`src/hw/prs_pkg.sv`:
```
// Package: constants and types of the preset rail sequencer
package prs_pkg;

  // ----------------------------------------------------------------
  // Timing
  // ----------------------------------------------------------------
  localparam int unsigned CLK_HZ        = 40_000_000;
  localparam int unsigned STEP_DELAY_MS = 7;
  localparam int unsigned PERSIST_MS    = 100;
  localparam int unsigned STEP_CYCLES    = CLK_HZ / 1000 * STEP_DELAY_MS;
  localparam int unsigned PERSIST_CYCLES = CLK_HZ / 1000 * PERSIST_MS;
  localparam int unsigned TIMER_W        = 23;

  // ----------------------------------------------------------------
  // Channel indices inside the four-bit sequenced vector
  // ----------------------------------------------------------------
  localparam int unsigned CH1 = 0;
  localparam int unsigned CH2 = 1;
  localparam int unsigned CH3 = 2;
  localparam int unsigned CH4 = 3;
  localparam int unsigned NUM_SEQ_CH = 4;

  // ----------------------------------------------------------------
  // Interrupt status bits
  // ----------------------------------------------------------------
  localparam int unsigned IRQ_SHUTDOWN = 0;
  localparam int unsigned IRQ_UVLO     = 1;
  localparam int unsigned IRQ_ON_DONE  = 2;
  localparam int unsigned IRQ_OFF_DONE = 3;
  localparam int unsigned IRQ_W        = 4;

  // ----------------------------------------------------------------
  // Register offsets (byte addresses)
  // ----------------------------------------------------------------
  localparam logic [7:0] REG_STATUS = 8'h00;
  localparam logic [7:0] REG_MASK   = 8'h04;
  localparam logic [7:0] REG_STATE  = 8'h08;
  localparam logic [3:0] MASK_RESET = 4'h0;

  // ----------------------------------------------------------------
  // Sequencer states, Gray from idle through off4; the return from off4 to idle flips two bits
  // ----------------------------------------------------------------
  typedef enum logic [3:0] {
    SQ_IDLE  = 4'h0,
    SQ_ON1   = 4'h1,
    SQ_ON2   = 4'h3,
    SQ_ON3   = 4'h2,
    SQ_UP    = 4'h6,
    SQ_OFF1  = 4'h7,
    SQ_OFF2  = 4'h5,
    SQ_OFF3  = 4'h4,
    SQ_OFF4  = 4'hc
  } prs_state_t;

endpackage : prs_pkg

```
`src/hw/prs_sync.sv`:
```
// Two-flop synchroniser for a vector of pin inputs
`timescale 1ns/1ps
module prs_sync #(
  parameter int unsigned W = 1
) (
  input  wire logic         sys_clk,
  input  wire logic         rst_n,
  input  wire logic [W-1:0] asyncIn,
  output logic      [W-1:0] syncOut
);

  logic [W-1:0] meta_q;

  always_ff @(posedge sys_clk) begin
    if (!rst_n) begin
      meta_q  <= '0;
      syncOut <= '0;
    end else begin
      meta_q  <= asyncIn;
      syncOut <= meta_q;
    end
  end

endmodule : prs_sync

```
`src/hw/prs_persist.sv`:
```
// Fault persistence timer: fires once a flag has held for LIMIT cycles
`timescale 1ns/1ps
module prs_persist #(
  parameter int unsigned LIMIT = 4_000_000
) (
  input  wire logic sys_clk,
  input  wire logic rst_n,
  input  wire logic faultIn,
  output logic      expired
);

  logic [prs_pkg::TIMER_W-1:0] cnt_q;

  // ----------------------------------------------------------------
  // Counter restarts whenever the flag drops
  // ----------------------------------------------------------------
  always_ff @(posedge sys_clk) begin
    if (!rst_n || !faultIn) begin
      cnt_q <= '0;
    end else if (cnt_q != prs_pkg::TIMER_W'(LIMIT - 1)) begin
      cnt_q <= cnt_q + 1'b1;
    end
  end

  assign expired = faultIn && (cnt_q == prs_pkg::TIMER_W'(LIMIT - 1));

endmodule : prs_persist

```
`src/hw/prs_sequencer.sv`:
```
// Top: preset rail sequencer with fault monitor and APB status registers
//
// What this block does
// - Sequence select low: each channel follows its own enable pin.
// - Select high, both order pins high: trigger runs order one; LDO independent.
// - Order one on: ch1 at once, then ch3, ch4, ch2, 7ms apart.
// - Order one off: ch2, then ch4, ch3, ch1, each after feedback low.
// - Select high, order A low, B high: trigger runs order two.
// - Order two on: ch1 first, then ch4, ch3, ch2, 7ms apart.
// - Order two off: ch2, then ch3, ch4, ch1, each after feedback low.
// - Order one shutdown completes only when feedback one falls low.
// - Ch1 boost current limit persisting 100ms shuts the IC down.
// - Ch1 undervoltage persisting 100ms shuts the IC down.
// - Ch1 output overvoltage shuts the IC down at once.
// - Ch2 boost current limit persisting 100ms shuts the IC down.
// - Ch2 undervoltage persisting 100ms shuts the IC down.
// - Battery undervoltage lockout disables all channels at once.
`timescale 1ns/1ps
module prs_sequencer #(
  parameter int unsigned STEP_CYCLES    = prs_pkg::STEP_CYCLES,
  parameter int unsigned PERSIST_CYCLES = prs_pkg::PERSIST_CYCLES
) (
  input  wire logic        sys_clk,
  input  wire logic        rst_n,
  input  wire logic        sequence_select,
  input  wire logic        boost1_enable,
  input  wire logic        sequence_trigger,
  input  wire logic        order_select_a,
  input  wire logic        order_select_b,
  input  wire logic        ldo_enable,
  input  wire logic        ch1FbLow,
  input  wire logic        ch2FbLow,
  input  wire logic        ch3FbLow,
  input  wire logic        ch4FbLow,
  input  wire logic        ch1CurLimit,
  input  wire logic        ch1UnderVolt,
  input  wire logic        ch1OverVolt,
  input  wire logic        ch2CurLimit,
  input  wire logic        ch2UnderVolt,
  input  wire logic        batUvlo,
  output logic             ch1Enable,
  output logic             ch2Enable,
  output logic             ch3Enable,
  output logic             ch4Enable,
  output logic             ch5Enable,
  output logic             ch1Discharge,
  output logic             ch2Discharge,
  output logic             ch3Discharge,
  output logic             ch4Discharge,
  output logic             icShutdown,
  output logic             irq,
  input  wire logic        psel,
  input  wire logic        penable,
  input  wire logic        pwrite,
  input  wire logic [7:0]  paddr,
  input  wire logic [31:0] pwdata,
  output logic             pready,
  output logic [31:0]      prdata,
  output logic             pslverr
);

  // ----------------------------------------------------------------
  // Pin synchronisers
  // ----------------------------------------------------------------
  localparam int unsigned NPIN = 17;
  logic [NPIN-1:0] pinRaw;
  logic [NPIN-1:0] pinSync;

  assign pinRaw = {batUvlo, ch2UnderVolt, ch2CurLimit, ch1OverVolt, ch1UnderVolt,
                   ch1CurLimit, ch4FbLow, ch3FbLow, ch2FbLow, ch1FbLow, ldo_enable,
                   order_select_b, order_select_a, sequence_trigger, boost1_enable,
                   sequence_select, 1'b0};

  prs_sync #(.W(NPIN)) u_sync (
    .sys_clk (sys_clk),
    .rst_n   (rst_n),
    .asyncIn (pinRaw),
    .syncOut (pinSync)
  );

  logic seqSel, en1, trig, ordA, ordB, en5;
  logic [3:0] fbLow;
  logic cl1, uv1, ov1, cl2, uv2, uvlo;
  assign {uvlo, uv2, cl2, ov1, uv1, cl1} = pinSync[16:11];
  assign fbLow = pinSync[10:7];
  assign {en5, ordB, ordA, trig, en1, seqSel} = pinSync[6:1];

  // ----------------------------------------------------------------
  // Mode decode
  // ----------------------------------------------------------------
  wire presetOne = seqSel && ordA && ordB;
  wire presetTwo = seqSel && !ordA && ordB;
  wire presetOn  = presetOne || presetTwo;

  // Step order as channel indices; off order reverses the on order
  function automatic logic [1:0] onChan(input logic one, input logic [1:0] step);
    logic [1:0] r;
    r = 2'(prs_pkg::CH1);
    case (step)
      2'd0: r = 2'(prs_pkg::CH1);
      2'd1: r = one ? 2'(prs_pkg::CH3) : 2'(prs_pkg::CH4);
      2'd2: r = one ? 2'(prs_pkg::CH4) : 2'(prs_pkg::CH3);
      default: r = 2'(prs_pkg::CH2);
    endcase
    return r;
  endfunction : onChan

  // ----------------------------------------------------------------
  // Fault monitor
  // ----------------------------------------------------------------
  logic cl1Exp, uv1Exp, cl2Exp, uv2Exp;

  prs_persist #(.LIMIT(PERSIST_CYCLES)) u_cl1 (
    .sys_clk (sys_clk), .rst_n (rst_n), .faultIn (cl1), .expired (cl1Exp));
  prs_persist #(.LIMIT(PERSIST_CYCLES)) u_uv1 (
    .sys_clk (sys_clk), .rst_n (rst_n), .faultIn (uv1), .expired (uv1Exp));
  prs_persist #(.LIMIT(PERSIST_CYCLES)) u_cl2 (
    .sys_clk (sys_clk), .rst_n (rst_n), .faultIn (cl2), .expired (cl2Exp));
  prs_persist #(.LIMIT(PERSIST_CYCLES)) u_uv2 (
    .sys_clk (sys_clk), .rst_n (rst_n), .faultIn (uv2), .expired (uv2Exp));

  wire shutdownEvt = cl1Exp || uv1Exp || cl2Exp || uv2Exp || ov1;

  // Latched shutdown; released once trigger, boost1 enable and LDO enable pins all read low
  logic       shut_q;
  logic [5:0] inPrev_q;
  wire  [5:0] inNow = {seqSel, en1, trig, ordA, ordB, en5};
  wire        allInLow = !trig && !en1 && !en5;
  wire        release_ = shut_q && allInLow && (inPrev_q != inNow || !seqSel || !trig);

  always_ff @(posedge sys_clk) begin
    if (!rst_n) begin
      shut_q   <= 1'b0;
      inPrev_q <= '0;
    end else begin
      inPrev_q <= inNow;
      if (shutdownEvt) begin
        shut_q <= 1'b1;
      end else if (release_) begin
        shut_q <= 1'b0;
      end
    end
  end

  // ----------------------------------------------------------------
  // Preset sequencer
  // ----------------------------------------------------------------
  prs_pkg::prs_state_t state_q, state_d;
  logic [prs_pkg::TIMER_W-1:0] tmr_q;
  logic       orderOne_q;
  logic [3:0] on_q, on_d;
  logic       trigPrev_q;

  wire trigRise = trig && !trigPrev_q;
  wire stepDone = (tmr_q == prs_pkg::TIMER_W'(STEP_CYCLES - 1));
  logic [1:0] offIdx;
  logic       onDone, offDone;

  always_comb begin
    state_d = state_q;
    on_d    = on_q;
    onDone  = 1'b0;
    offDone = 1'b0;
    offIdx  = 2'd0;
    case (state_q)
      prs_pkg::SQ_IDLE: begin
        if (presetOn && trigRise) begin
          on_d[prs_pkg::CH1] = 1'b1;
          state_d = prs_pkg::SQ_ON1;
        end
      end
      prs_pkg::SQ_ON1, prs_pkg::SQ_ON2, prs_pkg::SQ_ON3: begin
        if (!trig) begin
          state_d = prs_pkg::SQ_OFF1;
        end else if (stepDone) begin
          case (state_q)
            prs_pkg::SQ_ON1: begin
              on_d[onChan(orderOne_q, 2'd1)] = 1'b1;
              state_d = prs_pkg::SQ_ON2;
            end
            prs_pkg::SQ_ON2: begin
              on_d[onChan(orderOne_q, 2'd2)] = 1'b1;
              state_d = prs_pkg::SQ_ON3;
            end
            default: begin
              on_d[onChan(orderOne_q, 2'd3)] = 1'b1;
              onDone  = 1'b1;
              state_d = prs_pkg::SQ_UP;
            end
          endcase
        end
      end
      prs_pkg::SQ_UP: begin
        if (!trig) begin
          state_d = prs_pkg::SQ_OFF1;
        end
      end
      prs_pkg::SQ_OFF1: begin
        on_d[prs_pkg::CH2] = 1'b0;
        offIdx = 2'(prs_pkg::CH2);
        // Feedback alone gates each step; a rail never powered already reads low
        if (fbLow[offIdx]) begin
          state_d = prs_pkg::SQ_OFF2;
        end
      end
      prs_pkg::SQ_OFF2: begin
        offIdx = onChan(orderOne_q, 2'd2);
        on_d[offIdx] = 1'b0;
        if (fbLow[offIdx]) begin
          state_d = prs_pkg::SQ_OFF3;
        end
      end
      prs_pkg::SQ_OFF3: begin
        offIdx = onChan(orderOne_q, 2'd1);
        on_d[offIdx] = 1'b0;
        if (fbLow[offIdx]) begin
          state_d = prs_pkg::SQ_OFF4;
        end
      end
      prs_pkg::SQ_OFF4: begin
        on_d[prs_pkg::CH1] = 1'b0;
        offIdx = 2'(prs_pkg::CH1);
        if (fbLow[offIdx]) begin
          offDone = 1'b1;
          state_d = prs_pkg::SQ_IDLE;
        end
      end
      default: state_d = prs_pkg::SQ_IDLE;
    endcase
  end

  // Turn-off walk settles one stage before the next is cut
  always_ff @(posedge sys_clk) begin
    if (!rst_n || !presetOn || shut_q) begin
      state_q <= prs_pkg::SQ_IDLE;
      on_q    <= '0;
      tmr_q   <= '0;
    end else begin
      state_q <= state_d;
      on_q    <= on_d;
      tmr_q   <= (state_d != state_q) ? '0 : tmr_q + 1'b1;
    end
  end

  always_ff @(posedge sys_clk) begin
    if (!rst_n) begin
      trigPrev_q <= 1'b0;
      orderOne_q <= 1'b0;
    end else begin
      trigPrev_q <= trig;
      if (state_q == prs_pkg::SQ_IDLE) begin
        orderOne_q <= presetOne;
      end
    end
  end

  // ----------------------------------------------------------------
  // Channel outputs
  // ----------------------------------------------------------------
  wire kill = shut_q || uvlo;
  logic [3:0] chEn_d;
  // Independent mode maps each pin to its own channel
  assign chEn_d = !seqSel ? {ordB, ordA, trig, en1} :
                  presetOn ? on_q : 4'h0;
  wire ch5En_d = seqSel ? en5 : en5;

  always_ff @(posedge sys_clk) begin
    if (!rst_n) begin
      {ch4Enable, ch3Enable, ch2Enable, ch1Enable} <= '0;
      ch5Enable <= 1'b0;
      {ch4Discharge, ch3Discharge, ch2Discharge, ch1Discharge} <= '0;
      icShutdown <= 1'b0;
    end else begin
      {ch4Enable, ch3Enable, ch2Enable, ch1Enable} <= kill ? 4'h0 : chEn_d;
      ch5Enable <= kill ? 1'b0 : ch5En_d;
      {ch4Discharge, ch3Discharge, ch2Discharge, ch1Discharge} <= kill ? 4'hf : ~chEn_d;
      icShutdown <= shut_q;
    end
  end

  // ----------------------------------------------------------------
  // Interrupts and APB slave
  // ----------------------------------------------------------------
  logic [prs_pkg::IRQ_W-1:0] stat_q, mask_q, evt;
  logic                      uvloPrev_q;

  assign evt[prs_pkg::IRQ_SHUTDOWN] = shutdownEvt && !shut_q;
  assign evt[prs_pkg::IRQ_UVLO]     = uvlo && !uvloPrev_q;
  assign evt[prs_pkg::IRQ_ON_DONE]  = onDone && !shut_q;
  assign evt[prs_pkg::IRQ_OFF_DONE] = offDone && !shut_q;

  wire apbWr  = psel && penable && pwrite;
  wire hitSt  = (paddr == prs_pkg::REG_STATUS);
  wire hitMk  = (paddr == prs_pkg::REG_MASK);
  wire hitSq  = (paddr == prs_pkg::REG_STATE);
  wire mapped = hitSt || hitMk || hitSq;
  wire [3:0] w1c = (apbWr && hitSt) ? pwdata[prs_pkg::IRQ_W-1:0] : 4'h0;

  always_ff @(posedge sys_clk) begin
    if (!rst_n) begin
      stat_q     <= '0;
      mask_q     <= prs_pkg::MASK_RESET;
      uvloPrev_q <= 1'b0;
    end else begin
      uvloPrev_q <= uvlo;
      stat_q     <= (stat_q & ~w1c) | evt;
      if (apbWr && hitMk) begin
        mask_q <= pwdata[prs_pkg::IRQ_W-1:0];
      end
    end
  end

  assign irq     = |(stat_q & mask_q);
  assign pready  = 1'b1;
  assign pslverr = psel && penable && !mapped;
  assign prdata  = !(psel && !pwrite) ? 32'h0 :
                   hitSt ? {28'h0, stat_q} :
                   hitMk ? {28'h0, mask_q} :
                   hitSq ? {22'h0, shut_q, uvlo, on_q, state_q} : 32'h0;

endmodule : prs_sequencer

```
`config.mk`:
```
export PLATFORM = sky130hd
export DESIGN_NAME = prs_sequencer
export DESIGN_NICKNAME = d
export VERILOG_FILES = /design/src/hw/prs_pkg.sv /design/src/hw/prs_sync.sv /design/src/hw/prs_persist.sv /design/src/hw/prs_sequencer.sv
export SDC_FILE = /design/constraint.sdc
export NUM_CORES = 1
export LEC_CHECK = 0
export ABC_AREA = 1
export BUFFER_PORTS_ARGS = -buffer_cell sky130_fd_sc_hd__buf_4
export CORE_MARGIN = 4
export CORE_UTILIZATION = 50
export CTS_BUF_LIST = sky130_fd_sc_hd__clkbuf_8
export CTS_CLUSTER_DIAMETER = 40
export CTS_CLUSTER_SIZE = 14
export DETAILED_ROUTE_END_ITERATION = 10
export GPL_ROUTABILITY_DRIVEN = 0
export PLACE_DENSITY = 0.68
export SETUP_SLACK_MARGIN = 0.02
export SYNTH_ARGS = -nofsm -noshare
export SYNTH_HDL_FRONTEND = slang
export SYNTH_SLANG_ARGS = --single-unit
```
`constraint.sdc`:
```
create_clock -name sys_clk -period 2.5 [get_ports sys_clk]
set_input_delay 0.125 -clock sys_clk [delete_from_list [all_inputs] [get_ports sys_clk]]
set_output_delay 0.125 -clock sys_clk [all_outputs]
set_load 0.05 [all_outputs]
```
==> results of run 1 <==
area by class of cell:
class / count / area (um2)
clock buffer: 17 / 234
clock inverter: 15 / 209
fill: 1604 / 6910
inverter: 212 / 796
multi-input combinational: 810 / 4000
sequential: 177 / 3540
tap: 220 / 275
timing repair buffer: 81 / 673
worst max-delay path, stage by stage, from the launching register on:
cell and delay (ns):
dfxtp_1 0.41, ha_1 0.19, nand2_1 0.05, inv_1 0.06, nand4_1 0.13, nor2_1 0.23, inv_1 0.08, nor2_1 0.24
nand2_1 0.15, nor2_1 0.20, nand2_1 0.10, o21ai_1 0.12, nor2_1 0.05
sequential cells by signal (all words and copies together), names as in the netlist, 4 cells and up:
name / flops
tmr_q: 23
u_cl1.cnt_q: 23
u_sync.syncOut: 16
on_q: 4
state_q: 4
u_sync.meta_q: 16
u_uv1.cnt_q: 23
u_cl2.cnt_q: 23
u_uv2.cnt_q: 23
mask_q: 4
stat_q: 4
layer usage:
metal	vias up	track usage	wire [um]
met1	3271	0.262	9050
met5	-	0	0
met3	12	0.0432	606
li1	4002	-	-
met4	0	0.0447	128
met2	81	0.298	7950
per-stage QoR:
step / hold WS (ns) / setup WS, ns / power (mW)
after floorplan: 0.223 / 0.758 / 3.13
after global placement: 0.305 / 0.476 / 3.18
after detailed placement: 0.309 / 0.432 / 3.19
after CTS: 0.0321 / 0.410 / 5.36
after global routing: 0.0859 / 0.189 / 5.51
final: 0.0579 / 0.403 / 5.29
cells in the mapped netlist (all sizes together):
library cell	count	share of area
a211o	1	0.0010
a211oi	3	0.0026
a21oi	73	0.043
a22oi	1	0.00088
a31oi	9	0.0066
a41oi	1	0.0010
and3	4	0.0029
buf	29	0.026
clkbuf	8	0.0047
conb	2	0.00088
dfxtp	177	0.42
ha	6	0.0088
inv	212	0.093
nand2	235	0.10
nand3	59	0.036
nand3b	2	0.0018
nand4	36	0.026
nor2	174	0.087
nor3	48	0.029
nor3b	2	0.0018
nor4	11	0.0088
nor4b	1	0.0010
o2111ai	1	0.0010
o211ai	3	0.0026
o21a	2	0.0018
o21ai	53	0.031
o21bai	1	0.00088
o221a	1	0.0013
o221ai	3	0.0031
o22ai	2	0.0015
o31ai	3	0.0026
o41ai	1	0.0010
or2	12	0.0088
xnor2	10	0.010
xor2	29	0.030
placed cells by master, fill, tap and decap left out, types with 4 or more instances in the layout:
cell             n
ha_1             6
conb_1          23
nor2_1         146
inv_1          205
xnor2_1         10
xor2_1          29
nand3_1         57
buf_4           59
a31oi_1          9
nand2_1        232
clkbuf_8        17
inv_2            7
o21ai_0         52
dlygate4sd3_1   21
nor3_1          47
inv_6            4
a21oi_1         72
or2_2           12
and3_1           4
inv_8            5
nor4_1          10
nand4_1         36
nor2_2          26
dfxtp_1        177
power by group through the flow:
stage	clock [mW]	sequential, mW	combinational [mW]
after floorplan	0	2.96	0.176
after global placement	0	2.94	0.246
after detailed placement	0	2.94	0.247
after CTS	2.21	2.87	0.273
after global routing	2.33	2.88	0.299
final	2.14	2.87	0.272
worst max path at each step:
stage | from | to | cells after the start
after floorplan | u_uv2.cnt_q[0] | u_uv2.cnt_q[20] | 12
after global routing | u_uv2.cnt_q[0] | u_uv2.cnt_q[20] | 12
final | u_uv2.cnt_q[0] | u_uv2.cnt_q[20] | 12
after CTS | u_uv2.cnt_q[0] | u_uv2.cnt_q[20] | 12
after global placement | u_uv2.cnt_q[0] | u_uv2.cnt_q[20] | 12
after detailed placement | u_uv2.cnt_q[0] | u_uv2.cnt_q[20] | 12
cells by family (layout without fill, tap and decap cells):
group                      Yosys count  in the layout
other                                2             23
xor gates and xnor gates            39             39
adders and majority gates            6              6
AOI/OAI and AO/OA                  158            158
buffers and inverters              249            325
and+or+nand+nor                    584            584
DFF                                177            177
==> reports/metrics.yaml, run 1 <==
grt-ovfl-total: 0
areaGrowthSynthToFinish_pct: 14.2
cts_buffers: 17
p_sw_frac: 0.262
avgSynthCellArea_um2: 7.01
r2r_cells: 12
grt_pass1_vias: 6798
maxCapViolations: 0
n_antenna_cell: 0
p_comb_frac: 0.052
crit_required_ns: 2.88
period_share: 0.839
setup.worst_path.end_class: "register"
crit_fanout: 4
synthAdderAreaFrac: 0.00881
seq_power_share: 0.544
rr_endpoint: "u_uv2.cnt_q[20]"
remaining_drc_errors: 0
rsz0062_at_grt: "no"
die_height_um: 139
cts_tree: "yes"
synth.distinct_cells: 49
drt-pass1-iter-count: 5
synthSimpleGateAreaFrac: 0.308
io_buffers: 54
max_freq_ghz: 0.477
dp_hpwl_mm: 13.3
rows: 47
synth_area_um2: 8520
cts_sinks: 177
fin_cells: 1532
vias: 7366
ys_ff_latch: 177
leakage_nw: 3.82
setup-tns-final_ns: 0
hp-class: "input port to register"
yosysWarnings: 0
die_area_um2: 19200
peakVddDrop_mv: 0.421
antenna_left: 0
start_util: 0.512
final_area_um2: 9730
htreeDepth: 4
r2r-start: "u_uv2.cnt_q[0]"
r2r_setup_slack_ns: 0.40
p_int_mw: 3.90
clk_path_buf_depth: 2
setup_viol: 0
synth_xor_xnor_area_share: 0.0401
p_clk_frac: 0.405
grt_util_all_layers: 0.188
path_clk_slew_ns: 0.11
synth_top_family_by_area: "simple AND/OR/NAND/NOR gates"
p_sw_mw: 1.38
fin_crit_ns: 2.10
final-hold-violation-count: 0
synth_compound_area_frac: 0.103
floorplan.core_area_um2: 16600
skew_ns: 0.0192
cp-start-kind: "register"
wl_per_cell_um: 11.6
vias_per_cell: 4.81
postCtsHoldBufs: 21
postCtsSetupBuffers: 0
fin_nets: 1366
ctsResizeCount: 0
slew_violations: 0
placed_area_um2: 9070
drive_gt1_frac: 0.113
holdPathStages: 5
clk_root_buffer_cell: "clkbuf_8"
path_class: "register to register"
die_w_um: 139
grt_start_max_net_pins: 28
clock_latency_ns: 0.47
drt_wl_total_mm: 17.7
dp_cells: 1479
grt_pass1_wl_mm: 30.5
status: "completed"
cellPowerDensity_nw_per_um2: 543
netlist_instances: 1215
fin_util: 0.585
io_pins: 106
ys_seq_area_frac: 0.416
drt_first_iter_violations: 412
synthMuxAreaShare: 0
antenna_found_initial: 0
cp.arrival_ns: 2.48
hold_path_startpoint: "paddr[3]"
min_to: "stat_q[1]"
No activity file was read; power rests on OpenSTA's default activity.
==> run 2: changes to the inputs <==
PLACE_DENSITY = 0.71   (was 0.68)
clock period = 1.9 ns   (was 2.5 ns; I/O delays follow)
==> reports/metrics.yaml, run 2 (synthesis results as in run 1) <==
status: "completed"
setup_viol: 0
crit_fanout: 8
slew_violations: 0
leakage_nw: 3.99
grt_util_met3: 0.0366
maxCapViolations: 0
fin_nets: 1401
max_freq_ghz: 0.564
grt_pass1_wl_mm: 31.3
period_share: 0.933
floorplan.core_area_um2: 16600
cp.arrival_ns: 1.68
n_antenna_cell: 0
path_clk_slew_ns: 0.09
dp_hpwl_mm: 13.6
grt_pass1_vias: 7033
die_w_um: 139
final_common_cell: "nand2_1"
drt_wl_total_mm: 18.7
cts_sinks: 177
drive_gt1_frac: 0.160
final-hold-violation-count: 0
fin_util: 0.607
path_class: "register to output pin"
grt-ovfl-total: 0
wl_per_cell_um: 11.9
setup.worst_path.end_class: "output pin"
fin_crit_ns: 1.77
worst_hold_slack_ns: 0.122
clk_root_buffer_cell: "clkbuf_8"
grt-busiest-layer: "met2"
cts_buffers: 17
htreeDepth: 4
cp-start-kind: "register"
drt-pass1-iter-count: 5
vias: 7726
final_area_um2: 10100
die_height_um: 139
rows: 47
hp-class: "input port to register"
start_util: 0.512
mostFrequentLayoutCells: "230 x nand2_1, 207 x inv_1, 164 x dfxtp_1"
skew_ns: 0.0152
clock_latency_ns: 0.45
drt_first_iter_violations: 387
areaGrowthSynthToFinish_pct: 18.6
die_area_um2: 19200
antenna_found_initial: 0
remaining_drc_errors: 0
crit_required_ns: 1.80
placed_area_um2: 9280
io_pins: 106
antenna_left: 0
clk_path_buf_depth: 2
grt_util_all_layers: 0.190
peakVddDrop_mv: 0.571
grt_start_max_net_pins: 30
vias_per_cell: 4.93
grt_use_met1: 0.261
cts_tree: "yes"
io_buffers: 54
use_met2: 0.304
cellPowerDensity_nw_per_um2: 644
run 2: changes by cell type in the layout (fill, tap and decap cells not counted), sizes merged:
cell,previous run,this run
inv,221,218
dlygate4sd3,21,22
clkinv,4,3
clkinvlp,0,4
buf,60,92
bufinv,2,1
clkbuf,17,19
run 2: worst paths after layout:
check / from / end / slack [ns] / cells past startpoint
hold reg to reg: u_sync.meta_q[11] / u_sync.syncOut[11] / 0.42 / 2
setup reg to reg: u_uv1.cnt_q[1] / u_uv1.cnt_q[20] / 0.13 / 8
hold / removal: pwrite / stat_q[0] / 0.12 / 6
setup / recovery: state_q[0] / prdata[0] / 0.13 / 6
run 2: worst max-delay path, stage by stage (launching register included):
cell and delay (ns):
dfxtp_2 0.47, inv_1 0.09, buf_4 0.15, o221ai_1 0.15, o211ai_1 0.10, inv_1 0.07
buf_4 0.19
run 2: repair_timing:
| item | CTS | global route |
|---|---|---|
| hold endpoints to repair | 30 | 0 |
| gates resized for setup | 1 | 45 |
| buffers inserted | 0 | 4 |
| setup endpoints to repair | 1 | 46 |
| pin swaps | 0 | 10 |
| gates cloned | 0 | 3 |
| hold buffers | 22 | 0 |
run 2: where the power goes:
group          internal [mW]  switching, mW
Sequential              3.75         0.0233
Combinational          0.122          0.247
Clock                   1.03           1.33
Total                   4.90           1.60
run 2: cell type report:
cell class | instances | area, um2
multi-input cells | 810 | 4140
clock inverters | 14 | 120
inverters | 212 | 796
repair buffers | 116 | 977
flip-flops and latches | 177 | 3560
fillers | 1565 | 6540
clock buffers | 17 | 234
well taps | 220 | 275
run 2: metal layers:
layer / up-vias / part of all wire / routed length (um)
li1: 4079 / - / -
met1: 3463 / 0.50 / 9260
met2: 159 / 0.45 / 8430
met3: 25 / 0.037 / 698
met4: 0 / 0.017 / 318
met5: - / 0 / 0
run 2: through the flow:
step / total power [mW] / setup WS (ns) / setup TNS, ns / instances
floorplan: 4.12 / 0.158 / 0 / 1236
finish: 6.51 / 0.128 / 0 / 1566
global route: 6.78 / -0.0570 / -0.910 / 1566
CTS: 6.58 / 0.0357 / 0 / 1559
global placement: 4.19 / 0.117 / 0 / 1506
detailed placement: 4.20 / 0.0867 / 0 / 1506
==> run 3: changes to the inputs <==
BUFFER_PORTS_ARGS = -buffer_cell sky130_fd_sc_hd__buf_2   (was -buffer_cell sky130_fd_sc_hd__buf_4)
PLACE_DENSITY = 0.73   (was 0.71)
==> reports/metrics.yaml, run 3 (synthesis results as in run 1) <==
path_class: "register to register"
drive_gt1_frac: 0.180
cp.arrival_ns: 2.19
leakage_nw: 4.09
drt-pass1-iter-count: 6
htreeDepth: 4
worstSetupStartpoint: "tmr_q[13]"
maxCapViolations: 0
setup.worst_path.end: "tmr_q[21]"
grt_pass1_vias: 7102
status: "completed"
worst_hold_slack_ns: 0.0244
final-hold-violation-count: 0
antenna_left: 0
grt_util_all_layers: 0.193
grt-ovfl-total: 0
rsz0062_at_grt: "yes"
remaining_drc_errors: 0
cellPowerDensity_nw_per_um2: 682
skew_ns: 0.0105
clk_root_buffer_cell: "clkbuf_8"
wl_per_cell_um: 12.1
n_antenna_cell: 0
die_area_um2: 19200
setup_viol: 0
r2r_cells: 11
rows: 47
r2r-start: "tmr_q[13]"
slew_violations: 0
period_share: 0.948
hp-class: "input port to register"
fin_nets: 1416
max_freq_ghz: 0.555
grt_use_met1: 0.270
floorplan.core_area_um2: 16600
clk_path_buf_depth: 2
die_height_um: 139
mostFrequentLayoutCells: "229 x nand2_1, 203 x inv_1, 158 x dfxtp_1"
p_total_mw: 7.02
cts_sinks: 177
grt-busiest-layer: "met2"
fin_crit_ns: 1.80
final_common_cell: "nand2_1"
io_pins: 106
vias: 7802
r2r_setup_slack_ns: 0.1
setup.worst_path.end_class: "register"
drt_first_iter_violations: 512
antenna_found_initial: 0
areaGrowthSynthToFinish_pct: 20.8
path_clk_slew_ns: 0.09
use_met2: 0.303
crit_required_ns: 2.29
cp-start-kind: "register"
drt_wl_total_mm: 19.1
grt_pass1_wl_mm: 31.7
cts_tree: "yes"
cts_buffers: 17
start_util: 0.512
rr_endpoint: "tmr_q[21]"
grt_start_max_net_pins: 36
dp_hpwl_mm: 13.7
io_buffers: 54
clock_latency_ns: 0.44
die_w_um: 139
grt_util_met3: 0.0407
vias_per_cell: 4.93
crit_fanout: 6
setup-tns-final_ns: 0
peakVddDrop_mv: 0.471
## run 3: cell types whose count changed in the layout (fill, tap and decap cells not counted), sizes merged, moves of 4 or more
cell,change
bufinv,+4
clkbuf,+6
buf,+13
clkinvlp,-4
inv,-4
## run 3: worst min-delay path by stage
stage	cells after the start	to	start	slack [ns]
floorplan	2	u_sync.meta_q[10]	ch4FbLow	0.19
global placement	3	u_sync.meta_q[5]	order_select_b	0.28
detailed placement	3	u_sync.meta_q[1]	sequence_select	0.28
CTS	3	u_sync.meta_q[2]	rst_n	0.002
global route	3	u_sync.meta_q[2]	rst_n	0.02
finish	3	u_sync.meta_q[2]	rst_n	0.02
## run 3: layer usage
metal  wire (um)  part of all wire
met1        9170              0.48
met2        8640              0.45
met3        1020             0.053
met4         290             0.015
met5           0                 0
## run 3: area by class of cell
cell class              instances  area (um2)
flip-flops and latches        177        3580
well taps                     220         275
inverters                     212         796
repair buffers                131         981
multi-input cells             810        4210
clock buffers                  19         262
clock inverters                12         190
fillers                      1417        6350
## run 3: metrics by stage
step,std cells,setup WS [ns],util,instance area [um2]
global placement,1512,0.0973,0.554,9210
finish,1581,0.0979,0.618,10300
CTS,1563,0.0286,0.593,9870
detailed placement,1512,0.0812,0.554,9210
global route,1581,-0.0572,0.618,10300
floorplan,1236,0.158,-,8600
## run 3: where the power goes
group / switching [mW] / total [mW] / internal, mW
combinational: 0.246 / 0.347 / 0.100
sequential: 0.0272 / 3.77 / 3.75
clock: 1.28 / 2.90 / 1.62
## run 3: worst max-delay path: stages (launching register included)
cell	delay, ns
dfxtp_2	0.35
nor2_1	0.12
nand3_1	0.09
nor2_2	0.18
nand3_2	0.14
buf_4	0.16
nand2_1	0.04
nand3_1	0.06
nand2_1	0.14
nand3_4	0.16
clkbuf_16	0.21
nor2_4	0.07
## run 3: what timing repair did
action / CTS / global route
cloned: 0 / 2
endpoints found under the hold margin: 23 / 0
setup endpoints to repair: 1 / 46
pin swaps: 0 / 20
setup buffers: 0 / 16
resized for setup: 1 / 79
hold buffers: 20 / 0
